==> config.mk <==
export PLATFORM = sky130hd
export DESIGN_NAME = dsom_top
export DESIGN_NICKNAME = d
export VERILOG_FILES = /design/src/include/dsom_pkg.sv /design/src/dsom_cmp.sv /design/src/dsom_delay.sv /design/src/dsom_top.sv
export SDC_FILE = /design/constraint.sdc
export NUM_CORES = 1
export LEC_CHECK = 0
export BUFFER_PORTS_ARGS = -buffer_cell sky130_fd_sc_hd__buf_2
export CAP_MARGIN = 20
export CORE_ASPECT_RATIO = 0.6
export CORE_MARGIN = 2
export CORE_UTILIZATION = 55
export DETAILED_ROUTE_END_ITERATION = 10
export GPL_TIMING_DRIVEN = 0
export PLACE_DENSITY = 0.79
export SLEW_MARGIN = 0
export SYNTH_ARGS = -nofsm -noshare
export SYNTH_HDL_FRONTEND = slang
export SYNTH_SLANG_ARGS = --single-unit
==> constraint.sdc <==
create_clock -name CLOCK -period 4.83 [get_ports CLOCK]
set_input_delay 0.2415 -clock CLOCK [delete_from_list [all_inputs] [get_ports CLOCK]]
set_output_delay 0.2415 -clock CLOCK [all_outputs]
set_load 0.01 [all_outputs]
==> src/include/dsom_pkg.sv <==
// constants of the drive status output monitor
package dsom_pkg;
  // register indexes on the plain port
  localparam logic [2:0] A_OVL_LVL1  = 3'h0;
  localparam logic [2:0] A_OVL_LVL2  = 3'h1;
  localparam logic [2:0] A_DEV_LVL   = 3'h2;
  localparam logic [2:0] A_POLARITY  = 3'h3;
  localparam logic [2:0] A_SEL_BASE  = 3'h4;
  localparam logic [2:0] A_STATUS    = 3'h7;
  // reset values, all levels in whole percent
  localparam logic [7:0] OVL_LVL_RST = 8'h64;
  localparam logic [7:0] DEV_LVL_RST = 8'h03;
  localparam logic       POL_NC_RST  = 1'h1;
  // outlet selects: index 0 terminal 11, 1 terminal 12, 2 relay
  localparam logic [2:0][7:0] SEL_RST = {8'h05, 8'h04, 8'h03};
  // option codes
  localparam logic [7:0] OPT_OVL1    = 8'h03;
  localparam logic [7:0] OPT_DEV     = 8'h04;
  localparam logic [7:0] OPT_TRIP    = 8'h05;
  localparam logic [7:0] OPT_OVL2    = 8'h1a;
  // status register bit positions
  localparam int ST_OVL1  = 0;
  localparam int ST_OVL2  = 1;
  localparam int ST_DEV   = 2;
  localparam int ST_TRIP  = 3;
  localparam int ST_COIL  = 4;
  localparam int ST_PWROK = 5;
  // timing
  localparam int unsigned CLK_HZ       = 10_000_000;
  localparam int unsigned ALARM_DLY_MS = 300;
  localparam int unsigned POWERUP_S    = 2;
  localparam int unsigned ALARM_DLY_CYC = ALARM_DLY_MS * (CLK_HZ / 1000);
  localparam int unsigned POWERUP_CYC   = POWERUP_S * CLK_HZ;
  localparam int          CNT_W         = 25;
endpackage

==> src/dsom_cmp.sv <==
// threshold comparator that holds its state on equality
`timescale 1ns/1ps
module dsom_cmp (
  // clock and reset
  input  wire logic       clk,
  input  wire logic       rst,
  // compared quantity and its threshold
  input  wire logic [7:0] value,
  input  wire logic [7:0] level,
  // result
  output      logic       flag
);
  // equality holds the flag so it cannot chatter at the boundary
  always_ff @(posedge clk or posedge rst) begin
    if (rst) begin
      flag <= 1'b0;
    end else if (value > level) begin
      flag <= 1'b1;
    end else if (value < level) begin
      flag <= 1'b0;
    end
  end
endmodule

==> src/dsom_delay.sv <==
// level delay: output takes the input once it has differed for DELAY cycles
`timescale 1ns/1ps
module dsom_delay #(
  parameter int unsigned DELAY = 1
) (
  // clock and reset
  input  wire logic clk,
  input  wire logic rst,
  // level in and delayed level out
  input  wire logic d,
  output      logic q
);
  localparam logic [dsom_pkg::CNT_W-1:0] LAST = dsom_pkg::CNT_W'(DELAY - 1);

  logic [dsom_pkg::CNT_W-1:0] cnt_ff;

  // a glitch shorter than the delay restarts the count and never reaches q
  always_ff @(posedge clk or posedge rst) begin
    if (rst) begin
      cnt_ff <= '0;
      q      <= 1'b0;
    end else if (d == q) begin
      cnt_ff <= '0;
    end else if (cnt_ff == LAST) begin
      cnt_ff <= '0;
      q      <= d;
    end else begin
      cnt_ff <= cnt_ff + 1'b1;
    end
  end
endmodule

==> src/dsom_top.sv <==
// drive status outputs: overload, pid deviation, trip alarm and relay
`timescale 1ns/1ps
module dsom_top #(
  parameter int unsigned ALARM_DLY_CYC = dsom_pkg::ALARM_DLY_CYC,
  parameter int unsigned POWERUP_CYC   = dsom_pkg::POWERUP_CYC
) (
  // clock and reset
  input  wire logic       CLOCK,
  input  wire logic       RST,
  // register port
  input  wire logic [2:0] ADDR,
  input  wire logic [7:0] WDATA,
  input  wire logic       WR,
  input  wire logic       RD,
  output      logic [7:0] RDATA,
  // measured quantities, percent of rated
  input  wire logic [7:0] OUT_CURRENT,
  input  wire logic [7:0] PID_SETPOINT,
  input  wire logic [7:0] PID_FEEDBACK,
  // internal fault alarm, high while in trip mode
  input  wire logic       TRIP_MODE,
  // open collector terminals 11 and 12
  output      logic [1:0] TERM_O,
  output      logic [1:0] TERM_OE,
  // relay coil drive
  output      logic       RELAY_COIL
);
  logic [7:0]      ovl_lvl_ff [2];
  logic [7:0]      dev_lvl_ff;
  logic            pol_nc_ff;
  logic [7:0]      sel_ff [3];
  logic [1:0]      overload_notice;
  logic            pid_deviation_flag;
  logic            trip_alarm;
  logic            pwr_ok;
  logic [7:0]      dev_mag;
  logic [2:0]      func_now;
  logic [1:0]      term_oe_ff;
  logic [1:0]      term_o_ff;
  logic            coil_ff;
  logic            nxt_coil;
  logic [7:0]      rdata_ff;

  // option code to status function
  function automatic logic pick(input logic [7:0] code, input logic [1:0] ovl,
                                input logic dev, input logic trip);
    logic r;
    r = 1'b0;
    unique case (code)
      dsom_pkg::OPT_OVL1: r = ovl[0];
      dsom_pkg::OPT_OVL2: r = ovl[1];
      dsom_pkg::OPT_DEV:  r = dev;
      dsom_pkg::OPT_TRIP: r = trip;
      default:            r = 1'b0;
    endcase
    return r;
  endfunction

  // ---- overload thresholds
  genvar gi;
  generate
    for (gi = 0; gi < 2; gi++) begin : g_ovl
      always_ff @(posedge CLOCK or posedge RST) begin
        if (RST) begin
          ovl_lvl_ff[gi] <= dsom_pkg::OVL_LVL_RST;
        end else if (WR && ADDR == (dsom_pkg::A_OVL_LVL1 + 3'(gi))) begin
          ovl_lvl_ff[gi] <= WDATA;
        end
      end

      // no run or braking qualifier: the compare is live in every drive state
      dsom_cmp u_ovl_cmp (
        .clk   (CLOCK),
        .rst   (RST),
        .value (OUT_CURRENT),
        .level (ovl_lvl_ff[gi]),
        .flag  (overload_notice[gi])
      );
    end
  endgenerate

  // ---- pid deviation
  always_ff @(posedge CLOCK or posedge RST) begin
    if (RST) begin
      dev_lvl_ff <= dsom_pkg::DEV_LVL_RST;
    end else if (WR && ADDR == dsom_pkg::A_DEV_LVL) begin
      dev_lvl_ff <= WDATA;
    end
  end

  always_comb begin
    if (PID_SETPOINT >= PID_FEEDBACK) begin
      dev_mag = PID_SETPOINT - PID_FEEDBACK;
    end else begin
      dev_mag = PID_FEEDBACK - PID_SETPOINT;
    end
  end

  dsom_cmp u_dev_cmp (
    .clk   (CLOCK),
    .rst   (RST),
    .value (dev_mag),
    .level (dev_lvl_ff),
    .flag  (pid_deviation_flag)
  );

  // ---- trip alarm, delayed both ways so a short fault blip is filtered
  dsom_delay #(
    .DELAY (ALARM_DLY_CYC)
  ) u_alarm_dly (
    .clk (CLOCK),
    .rst (RST),
    .d   (TRIP_MODE),
    .q   (trip_alarm)
  );

  // power-up delay before a normally closed relay may pull in
  dsom_delay #(
    .DELAY (POWERUP_CYC)
  ) u_pwr_dly (
    .clk (CLOCK),
    .rst (RST),
    .d   (1'b1),
    .q   (pwr_ok)
  );

  // ---- relay polarity
  always_ff @(posedge CLOCK or posedge RST) begin
    if (RST) begin
      pol_nc_ff <= dsom_pkg::POL_NC_RST;
    end else if (WR && ADDR == dsom_pkg::A_POLARITY) begin
      pol_nc_ff <= WDATA[0];
    end
  end

  // ---- outlet routing
  generate
    for (gi = 0; gi < 3; gi++) begin : g_sel
      always_ff @(posedge CLOCK or posedge RST) begin
        if (RST) begin
          sel_ff[gi] <= dsom_pkg::SEL_RST[gi];
        end else if (WR && ADDR == (dsom_pkg::A_SEL_BASE + 3'(gi))) begin
          sel_ff[gi] <= WDATA;
        end
      end

      always_comb begin
        func_now[gi] = pick(sel_ff[gi], overload_notice, pid_deviation_flag,
                            trip_alarm);
      end
    end
  endgenerate

  // terminals only ever sink: the level is always low, the enable switches
  always_ff @(posedge CLOCK or posedge RST) begin
    if (RST) begin
      term_oe_ff <= 2'h0;
      term_o_ff  <= 2'h0;
    end else begin
      term_oe_ff <= func_now[1:0];
      term_o_ff  <= 2'h0;
    end
  end

  // normally closed: held in once the power-up delay ends, dropped on alarm or lost supply
  always_comb begin
    if (pol_nc_ff) begin
      nxt_coil = pwr_ok && !func_now[2];
    end else begin
      nxt_coil = func_now[2];
    end
  end

  always_ff @(posedge CLOCK or posedge RST) begin
    if (RST) begin
      coil_ff <= 1'b0;
    end else begin
      coil_ff <= nxt_coil;
    end
  end

  // ---- register read, data in the cycle after the strobe only
  always_ff @(posedge CLOCK or posedge RST) begin
    if (RST) begin
      rdata_ff <= 8'h00;
    end else if (RD) begin
      unique case (ADDR)
        dsom_pkg::A_OVL_LVL1: rdata_ff <= ovl_lvl_ff[0];
        dsom_pkg::A_OVL_LVL2: rdata_ff <= ovl_lvl_ff[1];
        dsom_pkg::A_DEV_LVL:  rdata_ff <= dev_lvl_ff;
        dsom_pkg::A_POLARITY: rdata_ff <= {7'h00, pol_nc_ff};
        3'h4:                 rdata_ff <= sel_ff[0];
        3'h5:                 rdata_ff <= sel_ff[1];
        3'h6:                 rdata_ff <= sel_ff[2];
        dsom_pkg::A_STATUS: begin
          rdata_ff <= 8'h00;
          rdata_ff[dsom_pkg::ST_OVL1]  <= overload_notice[0];
          rdata_ff[dsom_pkg::ST_OVL2]  <= overload_notice[1];
          rdata_ff[dsom_pkg::ST_DEV]   <= pid_deviation_flag;
          rdata_ff[dsom_pkg::ST_TRIP]  <= trip_alarm;
          rdata_ff[dsom_pkg::ST_COIL]  <= coil_ff;
          rdata_ff[dsom_pkg::ST_PWROK] <= pwr_ok;
        end
      endcase
    end else begin
      rdata_ff <= 8'h00;
    end
  end

  assign TERM_OE    = term_oe_ff;
  assign TERM_O     = term_o_ff;
  assign RELAY_COIL = coil_ff;
  assign RDATA      = rdata_ff;
endmodule

== After elaboration in Yosys (flattened, before gate mapping) ==
Index checks and enable logic that the tools add are counted.
Word-level totals
  register bits after elaboration: 115
  input port bits: 40
  output and inout bits: 13
  logic and storage cells: 84
Cells by class
  add/sub/neg operators: 4
  $lt $le $gt $ge: 7
  equality and inequality tests: 22
  multiplexer cells: 19
  bitwise gates (word level): 1
  reduce and logical (&&, ||, !) cells: 14
Operator list (count)
  $mux 25: 4
  $pmux 8 s8: 1
  $add 25x1->25 const B: 2
  $eq 8x3->1 const B: 6
  $eq 25x22->1 const B: 1
  $eq 25x25->1 const B: 1
  $eq 8x2->1 const B: 3
  $eq 8x5->1 const B: 3
  $gt 8x8->1: 3
  $lt 8x8->1: 3
  $mux 8: 2
  $sub 8x8->8: 2
  $eq 3x3->1 const B: 4
  $pmux 1 s4: 3
  $mux 1: 9
  $ge 8x8->1: 1
  $logic_and 1x1->1: 8
  $eq 3x2->1 const B: 2
  $reduce_bool 2->1: 3
  $eq 3x1->1 const B: 1
  $logic_not 3->1: 1
  $reduce_and 2->1: 1
  $eq 1x1->1: 1
  $logic_not 1->1: 1
  $not 1->1: 1

== Depth between registers and ports, before layout ==
Gate-level depths: netlist of the first run.
  word-level depth: 5
  depth in mapped cells: 17

== Hierarchy ==
A second synthesis of the first run with hierarchy kept.
Unflattened totals
  cells, all modules: 687
  area, all modules: 6970.4 um^2
By module, submodules not included
  dsom_top: times used 1, cells an instance 313, area each 3519.6 um^2, seq. area each 1519.0 um^2
  dsom_delay at u_pwr_dly: times used 1, cells an instance 146, area each 1402.6 um^2, seq. area each 650.6 um^2
  dsom_delay at u_alarm_dly: times used 1, cells an instance 141, area each 1368.8 um^2, seq. area each 650.6 um^2
  dsom_cmp: times used 3, cells an instance 29, area each 226.5 um^2, seq. area each 25.0 um^2

== Worst setup path before layout of the first run ==
Ideal clock, no wire load.
  path type: input-to-reg
  start: in PID_SETPOINT[0]
  end: reg u_dev_cmp.flag
  arrival: 2859 ps
  data required time: 4701 ps
  path slack: 1842 ps
  stages on the path: 17
  buffers on the path: 1
  path through: inv_1 -> ha_1 -> inv_1 -> fa_1 -> a21o_1 -> a21oi_1 -> a21oi_1 -> nor3b_1 -> buf_2 -> mux2i_1 -> xor2_1 -> ha_1 -> a21o_1 -> a21o_1 -> a21oi_1 -> o21ai_0 -> o41a_1
Between the ends
  longest elaborated chain between the ends: 4
  elaborated cells on any way between the ends: 8
RTL lines
  from (decl): line dsom_top.sv:18  | input wire logic [7:0] PID_SETPOINT,
  $sub 8x8->8 (tied with other cells): line dsom_top.sv:95  | dev_mag = PID_FEEDBACK - PID_SETPOINT;
  $mux 8 *: line dsom_top.sv:92  | if (PID_SETPOINT >= PID_FEEDBACK) begin
  $gt 8x8->1 or $lt 8x8->1 (tied branches): line dsom_cmp.sv:17, dsom_cmp.sv:19
  $mux 1 or $reduce_bool 2->1 (tied branches)
  to (signal assigned): line dsom_cmp.sv:16  | flag <= 1'b0;
  to (signal assigned): line dsom_cmp.sv:18  | flag <= 1'b1;
  to (signal assigned): line dsom_cmp.sv:20  | flag <= 1'b0;
  to (decl): line dsom_cmp.sv:11  | output logic flag
Mark *: on every way between the ends. The rest lies on a longest branch, timed or not.
A chain may end at the register's enable or synchronous reset.

== Worst setup path in the final report of the first run ==
Ends and elaborated chain as after synthesis.

==> metrics.txt, run 1 <==
Die X=145 um; Min-Delay Path Class=input pin to flip-flop; vias in the first global route=4992; relative slew slack=34.8%; hold depth=2; drt wl/cell=17.5 um; Clk Latency, worst-skew pair=0.42 ns; TNS Setup=0 ns; Syn-to-layout area delta=16.0%; total track usage=between 20 and 30%; Die Ht=88.6 um; clk root buf=clkbuf_16; PwrDens=386 nW/um^2; Seq. cell area=2900 sq um; Initial Utilization=57.3%; CP Launch Type=input pin; Pins Over Slew Limit=0; area of the multi-input gates=3370 sq um; worst vdd ir=roughly 0.23 mV; clock skew=0.00933 ns; Synth Area in Adders=8.43%; fillers=895; cts bufs inserted=17; FF-to-FF Start=u_alarm_dly.cnt_ff[0]; TritonCTS clock tree=done; H-tree depth=4; DPL Wire Length=roughly 12000 um; max incr delay on CP=0.40 ns; WP data arrival=3.40 ns; pre-CTS setup slack=1.36 ns; status=completed; Post-route DRC=0; Mapped Area=6560 sq um; shortest period the worst path allows=3.11 ns; Post-CTS Setup Repair Bufs=0; CP Capture Type=flip-flop; dominant synthesized flop cell=dfrtp_1; fin util=66.5%; worst-path maximum fanout=7; net count reported at finish=between 800 and 900; FP Rows=30; post-synthesis xor/xnor area fraction=6.54%; Synth Area in Simple Gates=17.2%; CTS Hold Bufs=1; RR Endpoint=u_alarm_dly.cnt_ff[17]; DRT antenna net count=0; most common cell after layout, fill and taps aside=dfrtp_1; Avg Synthesized Cell Area=9.68 sq um; CTS Buffer Depth=2; most frequent cells in the layout=dfrtp_1 (101), nor2_1 (72), nand2_1 (54), buf_2 (52), inv_1 (48); slowest CP cell=fa_1; DR pass1 iterations=7; share of post-route cells with drive strength above 1=19.2%; final critical-path share of the clock period=64.4%; Die Area=12800 sq um; crit path cell chain=buf_2, inv_1, ha_1, inv_1, fa_1, a21o_1, a21oi_1, a21oi_1, nor3b_1, buf_2, mux2i_1, xor2_1, ha_1, a21o_1, a21o_1, a21oi_1, o21ai_0, o41a_1; Worst Hold End=u_alarm_dly.q; clock-pin slew on the worst setup and hold paths=0.05 ns; I/O pin count=53; r2r setup slk=2.32 ns; Min-Delay Startpoint=TRIP_MODE; final hold violations=0; unrepaired setup endpoints after global routing=false; complex-gate fraction of the synthesized area=10.4%; crit path from=PID_SETPOINT[0]; Synth Register Bits=115; Post-Synthesis Cells=678; antenna cell count=0; number of DRC markers in iteration 0=479; GPL Wtd Cong=0.945; fmax=0.322 GHz; total power=0.00294 W; multiplexer share of the synthesized area=8.71%; total congestion overflow=0; average vias per placed instance=5.83; number of synthesized flops with an enable pin=0; Max-cap violations=0; Seq/Total Area, Yosys=44.1%; CP Class=input pin to flip-flop; asr flop ratio synth=100%; post_cts resized=0; Tightest Pin Transition=0.976 ns; PortBufs=47; final setup vio count=0; clk sink count=115; Vias=5360; CORE AREA=approximately 11000 sq um; Leak=around 3.5 nW; pin count of the biggest net entering global routing=60; first-pass GRT wire length=~26000 um; final wirelength=16100 um; synth unique cells=between 40 and 50; Critical Path RT=~5.1 ns; initial antenna violation count=0; R2R depth=8; largest family of logic cells by synthesized area=simple AND/OR/NAND/NOR gates; setup ws final=1.72 ns; Syn. warnings=0
==> synthesized netlist by cell type (all sizes together), types with 22 or more instances <==
library cell	instances	area [sq um]
nand3	22	110
nor2	72	270
nand2	54	203
a21oi	30	150
mux2	35	394
o21ai	43	215
ha	41	513
inv	49	184
dfrtp	101	2530
xnor2	22	193
xor2	27	236
==> sequential cells by signal (all words and copies together), names as in the netlist, 2 cells and up <==
signal and flops:
TERM_OE 2, RDATA 8, u_pwr_dly.cnt_ff 25, u_alarm_dly.cnt_ff 25, sel_ff 24, dev_lvl_ff 8, g_ovl.u_ovl_cmp.flag 2, ovl_lvl_ff 16
==> per-stage QoR <==
| step | cells | hold WS [ns] | instance area (sq um) |
|---|---|---|---|
| after floorplan | 679 | 0.351 | 6570 |
| after global placement | 886 | 0.477 | 7000 |
| after detailed placement | 887 | 0.419 | 7030 |
| after CTS | 920 | 0.0942 | 7610 |
| after global routing | 920 | 0.104 | 7610 |
| final | 920 | 0.0992 | 7610 |
==> how the worst max path moves through the flow <==
stage | depth (start not counted) | end
final | 18 | u_dev_cmp.flag
after global routing | 18 | u_dev_cmp.flag
after CTS | 18 | u_dev_cmp.flag
after detailed placement | 18 | u_dev_cmp.flag
after global placement | 2 | ovl_lvl_ff[12]
after floorplan | 1 | RDATA[0]
==> area by class of cell <==
cell class / instances / area share [%]
plain buffers: 27 / 1.51
clock buffers: 18 / 5.77
clock inverters: 14 / 1.73
inverters: 49 / 2.45
multi-input cells: 488 / 44.3
flip-flops and latches: 115 / 38.0
well taps: 160 / 2.63
repair buffers: 49 / 3.58
==> layer usage <==
layer,vias to the layer above,wire length [um],global-route usage [%],share of wire (%)
li1,2500,-,-,-
met1,2602,7380,36.7,46
met2,227,7110,39.5,44
met3,31,1420,7.11,8.8
met4,0,223,6.93,1.4
met5,-,0,0,0
==> kinds of logic after synthesis <==
kind of cell,count (synthesis)
xor gates and xnor gates,49
adders and majority gates,43
muxes,49
DFF,115
buffers and inverters,76
other,1
and+or+nand+nor,231
AOI/OAI and AO/OA,114
==> worst max-delay path: cells and delay by family <==
| kind | cells | cell delay [ns] |
|---|---|---|
| and+or+nand+nor | 1 | 0.18 |
| buffers and inverters | 4 | 0.49 |
| muxes | 1 | 0.24 |
| xor gates and xnor gates | 1 | 0.18 |
| AOI/OAI and AO/OA | 8 | 1.26 |
| adders and majority gates | 3 | 0.79 |
==> power by group <==
group          internal, W  total (W)  switching [W]
Combinational     0.000239   0.000525       0.000286
Clock             0.000725    0.00121       0.000480
Sequential         0.00109    0.00121       0.000114
Total              0.00206    0.00294       0.000881
(Power assumes the default switching activity.)
==> run 2: changes to the inputs <==
--- a/config.mk
+++ b/config.mk
@@ -12,7 +12,7 @@
 export CORE_UTILIZATION = 55
 export DETAILED_ROUTE_END_ITERATION = 10
 export GPL_TIMING_DRIVEN = 0
-export PLACE_DENSITY = 0.79
+export PLACE_DENSITY = 0.82
 export SLEW_MARGIN = 0
 export SYNTH_ARGS = -nofsm -noshare
 export SYNTH_HDL_FRONTEND = slang
==> constraint.sdc (replaced) <==
create_clock -name CLOCK -period 2.6 [get_ports CLOCK]
set_input_delay 0.13 -clock CLOCK [delete_from_list [all_inputs] [get_ports CLOCK]]
set_output_delay 0.13 -clock CLOCK [all_outputs]
set_load 0.01 [all_outputs]
==> metrics.txt, run 2 (synthesis results as in run 1) <==
first-pass GRT wire length=about 27000 um; Clk Latency, worst-skew pair=0.41 ns; number of DRC markers in iteration 0=429; Critical Path RT=2.89 ns; Hold WS=0.0361 ns; PortBufs=between 40 and 50; TritonCTS clock tree=done; Pins Over Slew Limit=0; vias in the first global route=5410; failing checks=setup timing; Leak=3.61 nW; total congestion overflow=0; worst vdd ir=0.509 mV; Max Used Layer=met4; detailed-routing wirelength on met1=7270 um; CP Launch Type=input pin; net count reported at finish=approximately 840; pin count of the biggest net entering global routing=42; antenna cell count=0; clock skew=0.00621 ns; cts bufs inserted=17; final wirelength=16700 um; relative slew slack=35.2%; Post-route DRC=0; Initial Utilization=57.3%; CP Class=input pin to flip-flop; status=finished, violations left; average vias per placed instance=5.88; top flop regs=u_alarm_dly.cnt_ff x25, u_pwr_dly.cnt_ff x25, sel_ff x24; CTS Buffer Depth=2; Die Area=12800 sq um; clock-pin slew on the worst setup and hold paths=approximately 0.050 ns; I/O pin count=53; WP data arrival=2.96 ns; unrepaired setup endpoints after global routing=true; DR pass1 iterations=6; final setup vio count=1; DRT antenna net count=0; DPL Wire Length=11700 um; final critical-path share of the clock period=103%; fillers=831; drt wl/cell=18.1 um; Vias=5450; share of post-route cells with drive strength above 1=20.5%; Min-Delay Path Class=input pin to flip-flop; Syn-to-layout area delta=19.5%; CORE AREA=11400 sq um; most common cell after layout, fill and taps aside=dfrtp_1; TNS Setup=-0.0752 ns; met2 wire length=7730 um; Max-cap violations=0; shortest period the worst path allows=2.68 ns; initial antenna violation count=0; Die X=145 um; PwrDens=757 nW/um^2; clk root buf=clkbuf_16; Die Ht=88.6 um; FP Rows=30; Tightest Pin Transition=~0.97 ns; clk sink count=around 120; WL met3=1440 um; CP Capture Type=flip-flop; GPL Wtd Cong=0.933; fmax=approximately 0.37 GHz; total track usage=27.5%; total power=around 0.0059 W; H-tree depth=4; worst-path maximum fanout=5; most frequent cells in the layout=dfrtp_1 (101), nor2_1 (72), nand2_1 (54), buf_2 (50), inv_1 (46); setup ws final=-0.0752 ns; final hold violations=0
[run 2: per-layer routing]
layer / up-vias / global-route usage [%]
li1: 2512 / -
met1: 2646 / 37.2
met2: 249 / 43.8
met3: 43 / 6.65
met4: 0 / 10.5
met5: - / 0
[run 2: cell type report]
cell class / instances / area, sq um / share of cell area (%)
Clock buffer: 22 / 464 / 5.92
Buffer: 26 / 114 / 1.45
Timing Repair Buffer: 57 / 362 / 4.61
Tap cell: 160 / 200 / 2.55
Inverter: 49 / 200 / 2.55
Clock inverter: 10 / 203 / 2.58
Multi-Input combinational cell: 488 / 3400 / 43.4
Sequential cell: 115 / 2900 / 36.9
[run 2: worst paths after layout]
kind,slack [ns],end,depth (start not counted),startpoint
max in group asynchronous,1.56,ovl_lvl_ff[5],5,RST
hold reg to reg,0.48,u_alarm_dly.cnt_ff[0],1,u_alarm_dly.cnt_ff[0]
hold / removal,0.04,ovl_lvl_ff[5],3,WDATA[5]
setup reg to reg,0.19,u_alarm_dly.cnt_ff[23],8,u_alarm_dly.cnt_ff[0]
min in group asynchronous,0.23,TERM_OE[0],3,RST
setup / recovery,-0.08,u_dev_cmp.flag,18,PID_SETPOINT[0]
[run 2: metrics by stage]
| stage | setup slack, ns | util, % | area (sq um) | instances |
|---|---|---|---|---|
| floorplan | -0.140 | - | 6600 | 679 |
| global placement | -0.524 | 61.5 | 7040 | 886 |
| detailed placement | -0.563 | 62.0 | 7100 | 889 |
| CTS | 0.00529 | 68.4 | 7840 | 928 |
| global route | -0.162 | 68.5 | 7840 | 927 |
| finish | -0.0752 | 68.5 | 7840 | 927 |
[run 2: repair_timing]
item                                    CTS  global route
endpoints found under the setup margin    1            21
gates resized for setup                   3             2
hold buffers                              3             0
setup buffers                             4             0
endpoints found under the hold margin    44             0
pin swaps                                 9             0
[run 2: critical path: stages]
cell and delay (ns):
buf_6 0.11, inv_12 0.04, ha_4 0.11, inv_2 0.04, fa_2 0.34, a21o_1 0.18
a21oi_2 0.18, a21oi_1 0.10, nor3b_1 0.18, buf_4 0.19, mux2i_1 0.22, xor2_1 0.20
ha_1 0.28, a21o_1 0.16, a21o_1 0.18, a21oi_2 0.13, o21ai_1 0.07, o41a_1 0.11
[run 2: report_power, final]
part	switching [W]	total (W)	internal [W]	leakage, nW
Clock	0.000808	0.00265	0.00184	0.324
Sequential	0.000219	0.00225	0.00203	1.46
Combinational	0.000558	0.00104	0.000484	1.83
